==> src/hdl/rascd_pkg.sv <==
// Package for the receive gain loop signal-detect and clip-detect block.
// Assumes a 16-bit register port with byte-wide register addresses.
package rascd_pkg;

   // Register port geometry
   localparam int unsigned ADDR_W = 8;
   localparam int unsigned DATA_W = 16;

   // Register addresses
   localparam logic [7:0] CH0_INTEG_LOW_ADDR        = 8'h04;
   localparam logic [7:0] CH0_INTEG_HIGH_ADDR       = 8'h05;
   localparam logic [7:0] CH0_LOSS_DETECT_LEVEL     = 8'h08;
   localparam logic [7:0] CH0_LOSS_WINDOW_LENGTH    = 8'h09;
   localparam logic [7:0] CH0_LOSS_SAMPLE_COUNT     = 8'h0a;
   localparam logic [7:0] CH0_CLIP_UPPER_LEVEL      = 8'h0b;
   localparam logic [7:0] CH0_CLIP_LOWER_LEVEL      = 8'h0c;
   localparam logic [7:0] CH0_CLIP_ASSERT_WINDOW    = 8'h0d;
   localparam logic [7:0] CH0_CLIP_RELEASE_WINDOW   = 8'h0e;
   localparam logic [7:0] CH0_CLIP_SAMPLE_COUNTS    = 8'h0f;
   localparam logic [7:0] CH0_CLIP_ERROR_VALUE      = 8'h10;
   localparam logic [7:0] CH1_INTEG_LOW_ADDR        = 8'h11;
   localparam logic [7:0] CH1_INTEG_HIGH_ADDR       = 8'h12;
   localparam logic [7:0] CTRL_ADDR                 = 8'h20;
   localparam logic [7:0] STATE_ADDR                = 8'h21;
   localparam logic [7:0] IRQ_STATUS_ADDR           = 8'h22;
   localparam logic [7:0] IRQ_MASK_ADDR             = 8'h23;
   localparam logic [7:0] ACC_LOW_ADDR              = 8'h24;
   localparam logic [7:0] ACC_HIGH_ADDR             = 8'h25;

   // Field positions
   localparam int unsigned ASSERT_COUNT_LSB  = 8;   // Upper byte of clip sample counts
   localparam int unsigned RELEASE_COUNT_LSB = 0;   // Lower byte of clip sample counts
   localparam int unsigned INTEG_HIGH_LSB    = 0;   // Integration bits 23:16
   localparam int unsigned UPDATE_COUNT_LSB  = 8;   // Updates per sync, stored only
   localparam int unsigned CTRL_CLEAR_BIT    = 0;
   localparam int unsigned STATE_LOSS_BIT    = 0;
   localparam int unsigned STATE_CLIP_BIT    = 1;
   localparam int unsigned EV_LOSS_BIT       = 0;
   localparam int unsigned EV_CLIP_ON_BIT    = 1;
   localparam int unsigned EV_CLIP_OFF_BIT   = 2;
   localparam int unsigned EV_W              = 3;
   localparam int unsigned SQ_ALIGN_LSB      = 8;   // Level bit 0 sits on squared bit 8

   // Widths
   localparam int unsigned SQ_W    = 32;
   localparam int unsigned ACC_W   = 32;
   localparam int unsigned INTEG_W = 24;

   // Reset values
   localparam logic [15:0]     REG_RESET   = 16'h0000;
   localparam logic [EV_W-1:0] EV_RESET    = 3'h0;
   localparam logic [31:0]     ACC_RESET   = 32'h0000_0000;

endpackage

==> src/hdl/rascd_top.sv <==
// Signal-detect and clip-detect qualification for one receive gain loop channel.
// Assumes one sample per valid cycle on the sample clock and a simple register port.
//
// How it works
// - Loss level is compared against the 32-bit squarer output.
// - Loss level bit 0 lines up with squared bit 8.
// - A 16-bit sample-count window qualifies loss of signal.
// - Loss declared once enough below-level samples fall within that window.
// - A 16-bit upper level qualifies clip onset.
// - A 16-bit lower level qualifies clip end.
// - Clip-assert window is a 16-bit sample count.
// - Clip-release window is a 16-bit sample count.
// - Clip raised when 8-bit count of high samples fits the assert window.
// - Clip dropped when 8-bit count of low samples fits the release window.
// - While clipped the programmed error value is added into the accumulator.
// - Channel 1 integration time low half has its own register.
// - Each integration time is 24 bits, upper byte in a separate register.
// - Loss window starts at the first below-level sample.
// - Accumulator cleared while the clear control bit is set.
`timescale 1ns/1ps
`default_nettype none
module rascd_top
   import rascd_pkg::*;
(
   input  wire logic               clk_i,
   input  wire logic               nrst_i,
   input  wire logic [ADDR_W-1:0]  addr_i,
   input  wire logic [DATA_W-1:0]  wdata_i,
   input  wire logic               wr_i,
   input  wire logic               rd_i,
   output logic      [DATA_W-1:0]  rdata_o,
   input  wire logic               sample_valid_i,
   input  wire logic [SQ_W-1:0]    squared_i,
   input  wire logic [15:0]        sample_mag_i,
   input  wire logic [15:0]        loop_err_i,
   output logic                    loss_of_signal_o,
   output logic                    clip_o,
   output logic      [ACC_W-1:0]   acc_o,
   output logic      [INTEG_W-1:0] integ_time0_o,
   output logic      [INTEG_W-1:0] integ_time1_o,
   output logic                    irq_o
);
   // Configuration registers, interrupt status and port flops
   logic [15:0] loss_detect_level_reg,       loss_detect_level_next;
   logic [15:0] loss_window_length_reg,      loss_window_length_next;
   logic [15:0] loss_sample_count_reg,       loss_sample_count_next;
   logic [15:0] overload_upper_level_reg,    overload_upper_level_next;
   logic [15:0] overload_lower_level_reg,    overload_lower_level_next;
   logic [15:0] overload_assert_window_reg,  overload_assert_window_next;
   logic [15:0] overload_release_window_reg, overload_release_window_next;
   logic [15:0] clip_sample_counts_reg,      clip_sample_counts_next;
   logic [15:0] clip_error_value_reg,        clip_error_value_next;
   logic [15:0] ch0_integ_low_reg,           ch0_integ_low_next;
   logic [15:0] ch0_integ_high_reg,          ch0_integ_high_next;
   logic [15:0] ch1_integ_low_reg,           ch1_integ_low_next;
   logic [15:0] ch1_integ_high_reg,          ch1_integ_high_next;
   logic [15:0] ctrl_reg,                    ctrl_next;
   logic [EV_W-1:0] irq_status_reg,          irq_status_next;
   logic [EV_W-1:0] irq_mask_reg,            irq_mask_next;
   logic [DATA_W-1:0] rdata_reg,             rdata_next;
   logic              irq_reg,               irq_next;

   // Detector state
   logic loss_reg, loss_next;
   logic clip_reg, clip_next;

   // Sample classification
   logic       below_loss_level;
   logic       above_upper;
   logic       below_lower;
   logic [7:0] overload_assert_count;
   logic [7:0] overload_release_count;
   logic       loss_fire;
   logic       clip_on_fire;
   logic       clip_off_fire;
   logic [EV_W-1:0] events;
   logic [ACC_W-1:0] acc_w;

   // Level sits on squared bits from 8 upward; anything above bit 23 is loud
   always_comb begin
      below_loss_level = (squared_i[SQ_W-1:SQ_ALIGN_LSB]
                          < {8'h00, loss_detect_level_reg});
      above_upper      = sample_mag_i > overload_upper_level_reg;
      below_lower      = sample_mag_i < overload_lower_level_reg;
      overload_assert_count  = clip_sample_counts_reg[ASSERT_COUNT_LSB +: 8];
      overload_release_count = clip_sample_counts_reg[RELEASE_COUNT_LSB +: 8];
   end

   // Loss-of-signal qualifier, armed only while signal is present
   rascd_qualify u_loss_qual (
      .clk_i    (clk_i),
      .nrst_i   (nrst_i),
      .enable_i (!loss_reg),
      .valid_i  (sample_valid_i),
      .hit_i    (below_loss_level),
      .window_i (loss_window_length_reg),
      .count_i  (loss_sample_count_reg),
      .fire_o   (loss_fire)
   );

   // Clip onset qualifier, armed only while no clip is present
   rascd_qualify u_clip_on_qual (
      .clk_i    (clk_i),
      .nrst_i   (nrst_i),
      .enable_i (!clip_reg),
      .valid_i  (sample_valid_i),
      .hit_i    (above_upper),
      .window_i (overload_assert_window_reg),
      .count_i  ({8'h00, overload_assert_count}),
      .fire_o   (clip_on_fire)
   );

   // Clip release qualifier, armed only while a clip is present
   rascd_qualify u_clip_off_qual (
      .clk_i    (clk_i),
      .nrst_i   (nrst_i),
      .enable_i (clip_reg),
      .valid_i  (sample_valid_i),
      .hit_i    (below_lower),
      .window_i (overload_release_window_reg),
      .count_i  ({8'h00, overload_release_count}),
      .fire_o   (clip_off_fire)
   );

   // Loop error accumulator with clip injection
   rascd_accum u_accum (
      .clk_i      (clk_i),
      .nrst_i     (nrst_i),
      .clear_i    (ctrl_reg[CTRL_CLEAR_BIT]),
      .valid_i    (sample_valid_i),
      .loop_err_i (loop_err_i),
      .clip_i     (clip_reg),
      .clip_err_i (clip_error_value_reg),
      .acc_o      (acc_w)
   );

   // Detector flags; loss ends on the first sample at or above the level
   always_comb begin
      loss_next = loss_reg;
      clip_next = clip_reg;
      if (loss_fire) begin
         loss_next = 1'b1;
      end else if (loss_reg && sample_valid_i && !below_loss_level) begin
         loss_next = 1'b0;
      end
      // Qualifiers are mutually armed, so only one can fire at a time
      if (clip_on_fire) begin
         clip_next = 1'b1;
      end else if (clip_off_fire) begin
         clip_next = 1'b0;
      end
   end

   always_ff @(posedge clk_i) begin
      if (!nrst_i) begin
         loss_reg <= 1'b0;
         clip_reg <= 1'b0;
      end else begin
         loss_reg <= loss_next;
         clip_reg <= clip_next;
      end
   end

   // Register writes; read-only and unmapped addresses ignore writes
   always_comb begin
      loss_detect_level_next       = loss_detect_level_reg;
      loss_window_length_next      = loss_window_length_reg;
      loss_sample_count_next       = loss_sample_count_reg;
      overload_upper_level_next    = overload_upper_level_reg;
      overload_lower_level_next    = overload_lower_level_reg;
      overload_assert_window_next  = overload_assert_window_reg;
      overload_release_window_next = overload_release_window_reg;
      clip_sample_counts_next      = clip_sample_counts_reg;
      clip_error_value_next        = clip_error_value_reg;
      ch0_integ_low_next           = ch0_integ_low_reg;
      ch0_integ_high_next          = ch0_integ_high_reg;
      ch1_integ_low_next           = ch1_integ_low_reg;
      ch1_integ_high_next          = ch1_integ_high_reg;
      ctrl_next                    = ctrl_reg;
      irq_mask_next                = irq_mask_reg;
      if (wr_i) begin
         unique case (addr_i)
            CH0_LOSS_DETECT_LEVEL:   loss_detect_level_next       = wdata_i;
            CH0_LOSS_WINDOW_LENGTH:  loss_window_length_next      = wdata_i;
            CH0_LOSS_SAMPLE_COUNT:   loss_sample_count_next       = wdata_i;
            CH0_CLIP_UPPER_LEVEL:    overload_upper_level_next    = wdata_i;
            CH0_CLIP_LOWER_LEVEL:    overload_lower_level_next    = wdata_i;
            CH0_CLIP_ASSERT_WINDOW:  overload_assert_window_next  = wdata_i;
            CH0_CLIP_RELEASE_WINDOW: overload_release_window_next = wdata_i;
            CH0_CLIP_SAMPLE_COUNTS:  clip_sample_counts_next      = wdata_i;
            CH0_CLIP_ERROR_VALUE:    clip_error_value_next        = wdata_i;
            CH0_INTEG_LOW_ADDR:      ch0_integ_low_next           = wdata_i;
            CH0_INTEG_HIGH_ADDR:     ch0_integ_high_next          = wdata_i;
            CH1_INTEG_LOW_ADDR:      ch1_integ_low_next           = wdata_i;
            CH1_INTEG_HIGH_ADDR:     ch1_integ_high_next          = wdata_i;
            CTRL_ADDR:               ctrl_next                    = wdata_i;
            IRQ_MASK_ADDR:           irq_mask_next                = wdata_i[EV_W-1:0];
            default: begin
            end
         endcase
      end
   end

   // Sticky events: a new event outranks a same-cycle write-one-to-clear
   always_comb begin
      events = '0;
      events[EV_LOSS_BIT]     = loss_fire;
      events[EV_CLIP_ON_BIT]  = clip_on_fire;
      events[EV_CLIP_OFF_BIT] = clip_off_fire;
      irq_status_next = irq_status_reg;
      if (wr_i && addr_i == IRQ_STATUS_ADDR) begin
         irq_status_next = irq_status_reg & ~wdata_i[EV_W-1:0];
      end
      irq_status_next = irq_status_next | events;
      irq_next        = |(irq_status_next & irq_mask_next);
   end

   // Read data stand only in the cycle after the strobe, zero otherwise
   always_comb begin
      rdata_next = '0;
      if (rd_i) begin
         unique case (addr_i)
            CH0_LOSS_DETECT_LEVEL:   rdata_next = loss_detect_level_reg;
            CH0_LOSS_WINDOW_LENGTH:  rdata_next = loss_window_length_reg;
            CH0_LOSS_SAMPLE_COUNT:   rdata_next = loss_sample_count_reg;
            CH0_CLIP_UPPER_LEVEL:    rdata_next = overload_upper_level_reg;
            CH0_CLIP_LOWER_LEVEL:    rdata_next = overload_lower_level_reg;
            CH0_CLIP_ASSERT_WINDOW:  rdata_next = overload_assert_window_reg;
            CH0_CLIP_RELEASE_WINDOW: rdata_next = overload_release_window_reg;
            CH0_CLIP_SAMPLE_COUNTS:  rdata_next = clip_sample_counts_reg;
            CH0_CLIP_ERROR_VALUE:    rdata_next = clip_error_value_reg;
            CH0_INTEG_LOW_ADDR:      rdata_next = ch0_integ_low_reg;
            CH0_INTEG_HIGH_ADDR:     rdata_next = ch0_integ_high_reg;
            CH1_INTEG_LOW_ADDR:      rdata_next = ch1_integ_low_reg;
            CH1_INTEG_HIGH_ADDR:     rdata_next = ch1_integ_high_reg;
            CTRL_ADDR:               rdata_next = ctrl_reg;
            STATE_ADDR: begin
               rdata_next[STATE_LOSS_BIT] = loss_reg;
               rdata_next[STATE_CLIP_BIT] = clip_reg;
            end
            IRQ_STATUS_ADDR:         rdata_next[EV_W-1:0] = irq_status_reg;
            IRQ_MASK_ADDR:           rdata_next[EV_W-1:0] = irq_mask_reg;
            ACC_LOW_ADDR:            rdata_next = acc_w[15:0];
            ACC_HIGH_ADDR:           rdata_next = acc_w[31:16];
            default:                 rdata_next = '0;
         endcase
      end
   end

   // Register file and port flops
   always_ff @(posedge clk_i) begin
      if (!nrst_i) begin
         loss_detect_level_reg       <= REG_RESET;
         loss_window_length_reg      <= REG_RESET;
         loss_sample_count_reg       <= REG_RESET;
         overload_upper_level_reg    <= REG_RESET;
         overload_lower_level_reg    <= REG_RESET;
         overload_assert_window_reg  <= REG_RESET;
         overload_release_window_reg <= REG_RESET;
         clip_sample_counts_reg      <= REG_RESET;
         clip_error_value_reg        <= REG_RESET;
         ch0_integ_low_reg           <= REG_RESET;
         ch0_integ_high_reg          <= REG_RESET;
         ch1_integ_low_reg           <= REG_RESET;
         ch1_integ_high_reg          <= REG_RESET;
         ctrl_reg                    <= REG_RESET;
         irq_status_reg              <= EV_RESET;
         irq_mask_reg                <= EV_RESET;
         rdata_reg                   <= REG_RESET;
         irq_reg                     <= 1'b0;
      end else begin
         loss_detect_level_reg       <= loss_detect_level_next;
         loss_window_length_reg      <= loss_window_length_next;
         loss_sample_count_reg       <= loss_sample_count_next;
         overload_upper_level_reg    <= overload_upper_level_next;
         overload_lower_level_reg    <= overload_lower_level_next;
         overload_assert_window_reg  <= overload_assert_window_next;
         overload_release_window_reg <= overload_release_window_next;
         clip_sample_counts_reg      <= clip_sample_counts_next;
         clip_error_value_reg        <= clip_error_value_next;
         ch0_integ_low_reg           <= ch0_integ_low_next;
         ch0_integ_high_reg          <= ch0_integ_high_next;
         ch1_integ_low_reg           <= ch1_integ_low_next;
         ch1_integ_high_reg          <= ch1_integ_high_next;
         ctrl_reg                    <= ctrl_next;
         irq_status_reg              <= irq_status_next;
         irq_mask_reg                <= irq_mask_next;
         rdata_reg                   <= rdata_next;
         irq_reg                     <= irq_next;
      end
   end

   // Outputs straight from flops; integration times join two registers
   assign rdata_o          = rdata_reg;
   assign irq_o            = irq_reg;
   assign loss_of_signal_o = loss_reg;
   assign clip_o           = clip_reg;
   assign acc_o            = acc_w;
   assign integ_time0_o    = {ch0_integ_high_reg[INTEG_HIGH_LSB +: 8],
                              ch0_integ_low_reg};
   assign integ_time1_o    = {ch1_integ_high_reg[INTEG_HIGH_LSB +: 8],
                              ch1_integ_low_reg};
endmodule
`default_nettype wire

==> src/hdl/rascd_qualify.sv <==
// Counts qualifying samples inside a window opened by the first one.
// Assumes hit_i is only meaningful while valid_i is high.
`timescale 1ns/1ps
`default_nettype none
module rascd_qualify
   import rascd_pkg::*;
(
   input  wire logic        clk_i,
   input  wire logic        nrst_i,
   input  wire logic        enable_i,
   input  wire logic        valid_i,
   input  wire logic        hit_i,
   input  wire logic [15:0] window_i,
   input  wire logic [15:0] count_i,
   output logic             fire_o
);
   typedef enum logic {Q_IDLE, Q_OPEN} rascd_q_e;

   rascd_q_e    state_reg, state_next;
   logic [15:0] timer_reg, timer_next;
   logic [15:0] hits_reg,  hits_next;
   logic        fire_reg,  fire_next;

   // Window opens on the first hit; a zero length still spans that one sample
   always_comb begin
      state_next = state_reg;
      timer_next = timer_reg;
      hits_next  = hits_reg;
      fire_next  = 1'b0;
      if (!enable_i) begin
         state_next = Q_IDLE;
      end else if (valid_i) begin
         unique case (state_reg)
            Q_IDLE: begin
               if (hit_i) begin
                  timer_next = 16'h0001;
                  hits_next  = 16'h0001;
                  state_next = Q_OPEN;
               end
            end
            Q_OPEN: begin
               timer_next = timer_reg + 16'h0001;
               if (hit_i) begin
                  hits_next = hits_reg + 16'h0001;
               end
            end
         endcase
         // A zero count never qualifies: that leaves the detector disarmed
         if (state_next == Q_OPEN) begin
            // Hits past the window never fire, even if the window was shortened
            if (count_i != 16'h0000 && hits_next >= count_i
                && (timer_next <= window_i || timer_next == 16'h0001)) begin
               fire_next  = 1'b1;
               state_next = Q_IDLE;
            end else if (timer_next >= window_i || count_i == 16'h0000) begin
               state_next = Q_IDLE; // Window spent without enough hits
            end
         end
      end
   end

   always_ff @(posedge clk_i) begin
      if (!nrst_i) begin
         state_reg <= Q_IDLE;
         timer_reg <= 16'h0000;
         hits_reg  <= 16'h0000;
         fire_reg  <= 1'b0;
      end else begin
         state_reg <= state_next;
         timer_reg <= timer_next;
         hits_reg  <= hits_next;
         fire_reg  <= fire_next;
      end
   end

   assign fire_o = fire_reg;
endmodule
`default_nettype wire

==> src/hdl/rascd_accum.sv <==
// Gain loop error accumulator with clip error injection.
// Assumes loop errors and clip error are two's complement 16-bit values.
`timescale 1ns/1ps
`default_nettype none
module rascd_accum
   import rascd_pkg::*;
(
   input  wire logic             clk_i,
   input  wire logic             nrst_i,
   input  wire logic             clear_i,
   input  wire logic             valid_i,
   input  wire logic [15:0]      loop_err_i,
   input  wire logic             clip_i,
   input  wire logic [15:0]      clip_err_i,
   output logic      [ACC_W-1:0] acc_o
);
   logic [ACC_W-1:0] acc_reg, acc_next;
   logic [ACC_W-1:0] loop_ext;
   logic [ACC_W-1:0] clip_ext;

   // Clear wins over any sample arriving in the same cycle
   always_comb begin
      loop_ext = {{(ACC_W-16){loop_err_i[15]}}, loop_err_i};
      clip_ext = {{(ACC_W-16){clip_err_i[15]}}, clip_err_i};
      acc_next = acc_reg;
      if (clear_i) begin
         acc_next = ACC_RESET;
      end else if (valid_i) begin
         if (clip_i) begin
            acc_next = acc_reg + loop_ext + clip_ext;
         end else begin
            acc_next = acc_reg + loop_ext;
         end
      end
   end

   always_ff @(posedge clk_i) begin
      if (!nrst_i) begin
         acc_reg <= ACC_RESET;
      end else begin
         acc_reg <= acc_next;
      end
   end

   assign acc_o = acc_reg;
endmodule
`default_nettype wire

==> config.mk <==
export PLATFORM = sky130hd
export DESIGN_NAME = rascd_top
export DESIGN_NICKNAME = d
export VERILOG_FILES = /design/src/hdl/rascd_pkg.sv /design/src/hdl/rascd_top.sv /design/src/hdl/rascd_qualify.sv /design/src/hdl/rascd_accum.sv
export SDC_FILE = /design/constraint.sdc
export NUM_CORES = 1
export LEC_CHECK = 0
export ABC_AREA = 1
export BUFFER_PORTS_ARGS = -buffer_cell sky130_fd_sc_hd__buf_2
export CORE_UTILIZATION = 40
export CTS_CLUSTER_DIAMETER = 60
export DETAILED_ROUTE_END_ITERATION = 12
export HOLD_SLACK_MARGIN = 0.12
export SETUP_SLACK_MARGIN = 0.3
export SLEW_MARGIN = 30
export SYNTH_ARGS = -nofsm -noshare
export SYNTH_HDL_FRONTEND = slang
export SYNTH_SLANG_ARGS = --single-unit
==> constraint.sdc <==
create_clock -name clk_i -period 4.75 [get_ports clk_i]
set_clock_uncertainty 0.15 [all_clocks]
set_input_delay 0.2375 -clock clk_i [delete_from_list [all_inputs] [get_ports clk_i]]
set_output_delay 0.2375 -clock clk_i [all_outputs]
set_load 0.01 [all_outputs]
==> key figures <==
Clock tree
  • Clk_lat worst skew: 0.61 ns
  • # clock sinks: 383
  • CTS tree: built
  • Reg clk slew, reported paths: 0.06 ns
  • H-tree level count: 2
  • Clk buf depth: 3
  • Clk root buf: clkbuf_16
  • CTS buffer count: 49

Placed design
  • Gpl congestion: 1.03
  • DP Wirelength: 69300 µm
  • PortBufs: 183

GRT
  • Initial antenna violation count: 5
  • Global route total overflow: 0
  • Total GRT Usage: 28.5%
  • Largest net degree at the start of global routing: 132
  • Vias in the first global route: 22935
  • Global-route wire length before repair: 139000 µm

Detailed routing
  • Vias per inst: 5.47
  • Drt total wl: 92700 µm
  • Starting DRT DRC Count: 2811
  • Residual DRC: 0
  • ANT nets after route: 0
  • Routed len/inst: 19.6 µm
  • Total number of vias: 25829
  • Pre-antenna DRT Iters: 6

Worst setup path
  • Setup CP Type: in -> reg
  • CP max stage delay: 0.54 ns
  • Max stage delay cell, worst path: dlygate4sd3_1
  • Worst Path Max Fanout: 6
  • CP Capture Type: flop
  • Req. time, crit path: 5.08 ns
  • Dominant cell type by count on the critical path: nand2_1
  • Arrival time worst endpoint: 4.54 ns
  • Nature of the critical path startpoint: primary input

Floorplanning
  • Area of the core: 61700 µm²
  • Die Y: 252 µm
  • Die W: 252 µm
  • Top Ports: 192
  • Initial Utilization: 40.6%
  • Num rows: 91
  • Die area: 63600 µm²

Timing
  • Final Slew Violations: 0
  • Worst-margin pin slew: 1.12 ns
  • Slew HR: 24.6%
  • Hold Vio Cnt, Final: 0
  • Unrepaired setup endpoints after global routing: no
  • Setup TNS: 0 ns
  • Peak Freq: 238 MHz
  • Final setup fails: 0
  • Fin crit share: 88.6%
  • Post-layout min period: 4.21 ns

Synth
  • Mapped Area: 25000 µm²
  • Syn Nets: 4001
  • Synth unique cells: 69
  • Post-Syn Area per Cell: 6.75 µm²
  • Register area share after synthesis: 30.6%
  • Async SR Flop Fraction: 0%
  • Yosys warns: 0
  • Synth Instances: 3709
  • Post-synth EDFFs: 0
  • Synth Flop Type: dfxtp_1
  • Register bit total from synthesis: 383

Power
  • Pleak: 12.8 nW
  • Final Power: 9.29 mW
  • Power per cell area: 323 nW/µm²
  • Worst vdd ir: 329 µV

Finish
  • Ratio of cells with drive above 1 in the final layout: 10.7%
  • Number of nets in the layout: 4136
  • Synth-to-Final Area Change: 15.0%
  • Max reg flops: 32

Run
  • Max Cap Violations: 0

Hold path
  • Worst hold path class: in -> reg

Status
  • Status: completed
critical path, delay by kind of cell:
| family | cells | cell delay [ns] |
|---|---|---|
| adders and majority gates | 3 | 0.68 |
| buffers and inverters | 6 | 1.03 |
| and+or+nand+nor | 16 | 1.72 |
| AOI/OAI and AO/OA | 5 | 0.86 |
kinds of logic after synthesis:
kind of cell,share of synthesized area (%)
simple gates,22.0
xor+xnor,1.68
buf+inv,11.5
fa+ha+maj,10.0
flops,30.6
compound gates,24.2
repair_timing:
action,CTS,global route
hold endpoints to repair,151,0
endpoints found under the setup margin,0,11
buffers inserted,0,3
hold buffers,22,0
gates resized for setup,0,32
area by class of cell:
| type | instances | area, µm² |
|---|---|---|
| clock buffers | 63 | 1370 |
| fillers | 6439 | 32900 |
| diodes | 1 | 2.50 |
| multi-input cells | 2589 | 14600 |
| repair buffers | 252 | 1530 |
| flip-flops and latches | 383 | 7670 |
| inverters | 569 | 2140 |
| clock inverters | 27 | 382 |
| well taps | 837 | 1050 |
Yosys cell counts (4+ instances only):
library cell  number  area share [%]
a211oi_1          33            0.99
a21o_1             8            0.24
a21oi_1          432             8.6
a221oi_1          40             1.4
a31oi_1           21            0.52
a41oi_1            4            0.14
buf_1              6           0.090
buf_2             13            0.26
buf_4             17            0.51
buf_6              4            0.18
clkbuf_1         127             1.9
dfxtp_1          383              31
ha_1             197             9.8
inv_1            555             8.3
inv_2             10            0.15
nand2_1          590             8.8
nand2_2            8            0.20
nand2_4            4            0.18
nand3_1          194             3.9
nand3_2            8            0.32
nand3b_1           7            0.21
nand4_1           38            0.95
nor2_1           288             4.3
nor2_2             4            0.10
nor3_1            51             1.0
nor3_2             4            0.16
nor4_1            33            0.82
o211ai_1          12            0.36
o21a_1             9            0.27
o21ai_0          409             8.2
o21ai_1            8            0.16
o21bai_1          11            0.33
o221ai_1           7            0.24
o22ai_1           57             1.4
o2bb2ai_1          5            0.17
or2_2             11            0.27
xnor2_1           11            0.38
xor2_1            37             1.3
per-layer routing:
| metal | GRT usage [%] | share of wire (%) |
|---|---|---|
| met2 | 41.5 | 41 |
| met5 | 0 | 0.052 |
| met4 | 9.52 | 3.2 |
| met1 | 41.8 | 46 |
| met3 | 5.12 | 9.5 |
final timing paths:
check                                                         start                                   to  slack [ns]  cells after the start
worst min register to register  ch1_integ_high_reg[11]$_SDFFE_PN0P_  ch1_integ_high_reg[11]$_SDFFE_PN0P_        0.31                      2
worst min-delay path                                  loop_err_i[6]        u_accum.acc_o[6]$_SDFFE_PP0P_        0.13                      7
worst max-delay path                                  loop_err_i[0]       u_accum.acc_o[25]$_SDFFE_PP0P_        0.54                     30
worst max register to register        u_accum.acc_o[0]$_SDFFE_PP0P_       u_accum.acc_o[25]$_SDFFE_PP0P_        0.55                     28
per-stage QoR:
stage          instance area (µm²)  hold slack [ns]  setup WS (ns)  util, %  cells
6_report                     28800            0.132          0.540     46.6   4721
3_3_place_gp                 26600            0.291          0.348     43.1   4603
2_1_floorplan                25000            0.263          0.764        -   3709
5_1_grt                      28800            0.178          0.294     46.6   4720
4_1_cts                      28600            0.120          0.323     46.4   4717
3_5_place_dp                 26600            0.298          0.303     43.2   4605
report_power, final:
group          leakage [nW]  internal [mW]  switching [mW]
Combinational          8.88          0.608            1.20
Sequential             3.10           3.30           0.107
Clock                 0.860           2.45            1.63
Total                  12.8           6.35            2.94
cells in the final DEF (no fill, tap or decap), drive strengths merged, types with 57 or more instances in the layout:
master / count
nand2: 602
inv: 575
a21oi: 435
o21ai: 420
dfxtp: 383
nor2: 296
buf: 230
nand3: 204
ha: 197
clkbuf: 63
o22ai: 57
(Power assumes the default switching activity.)
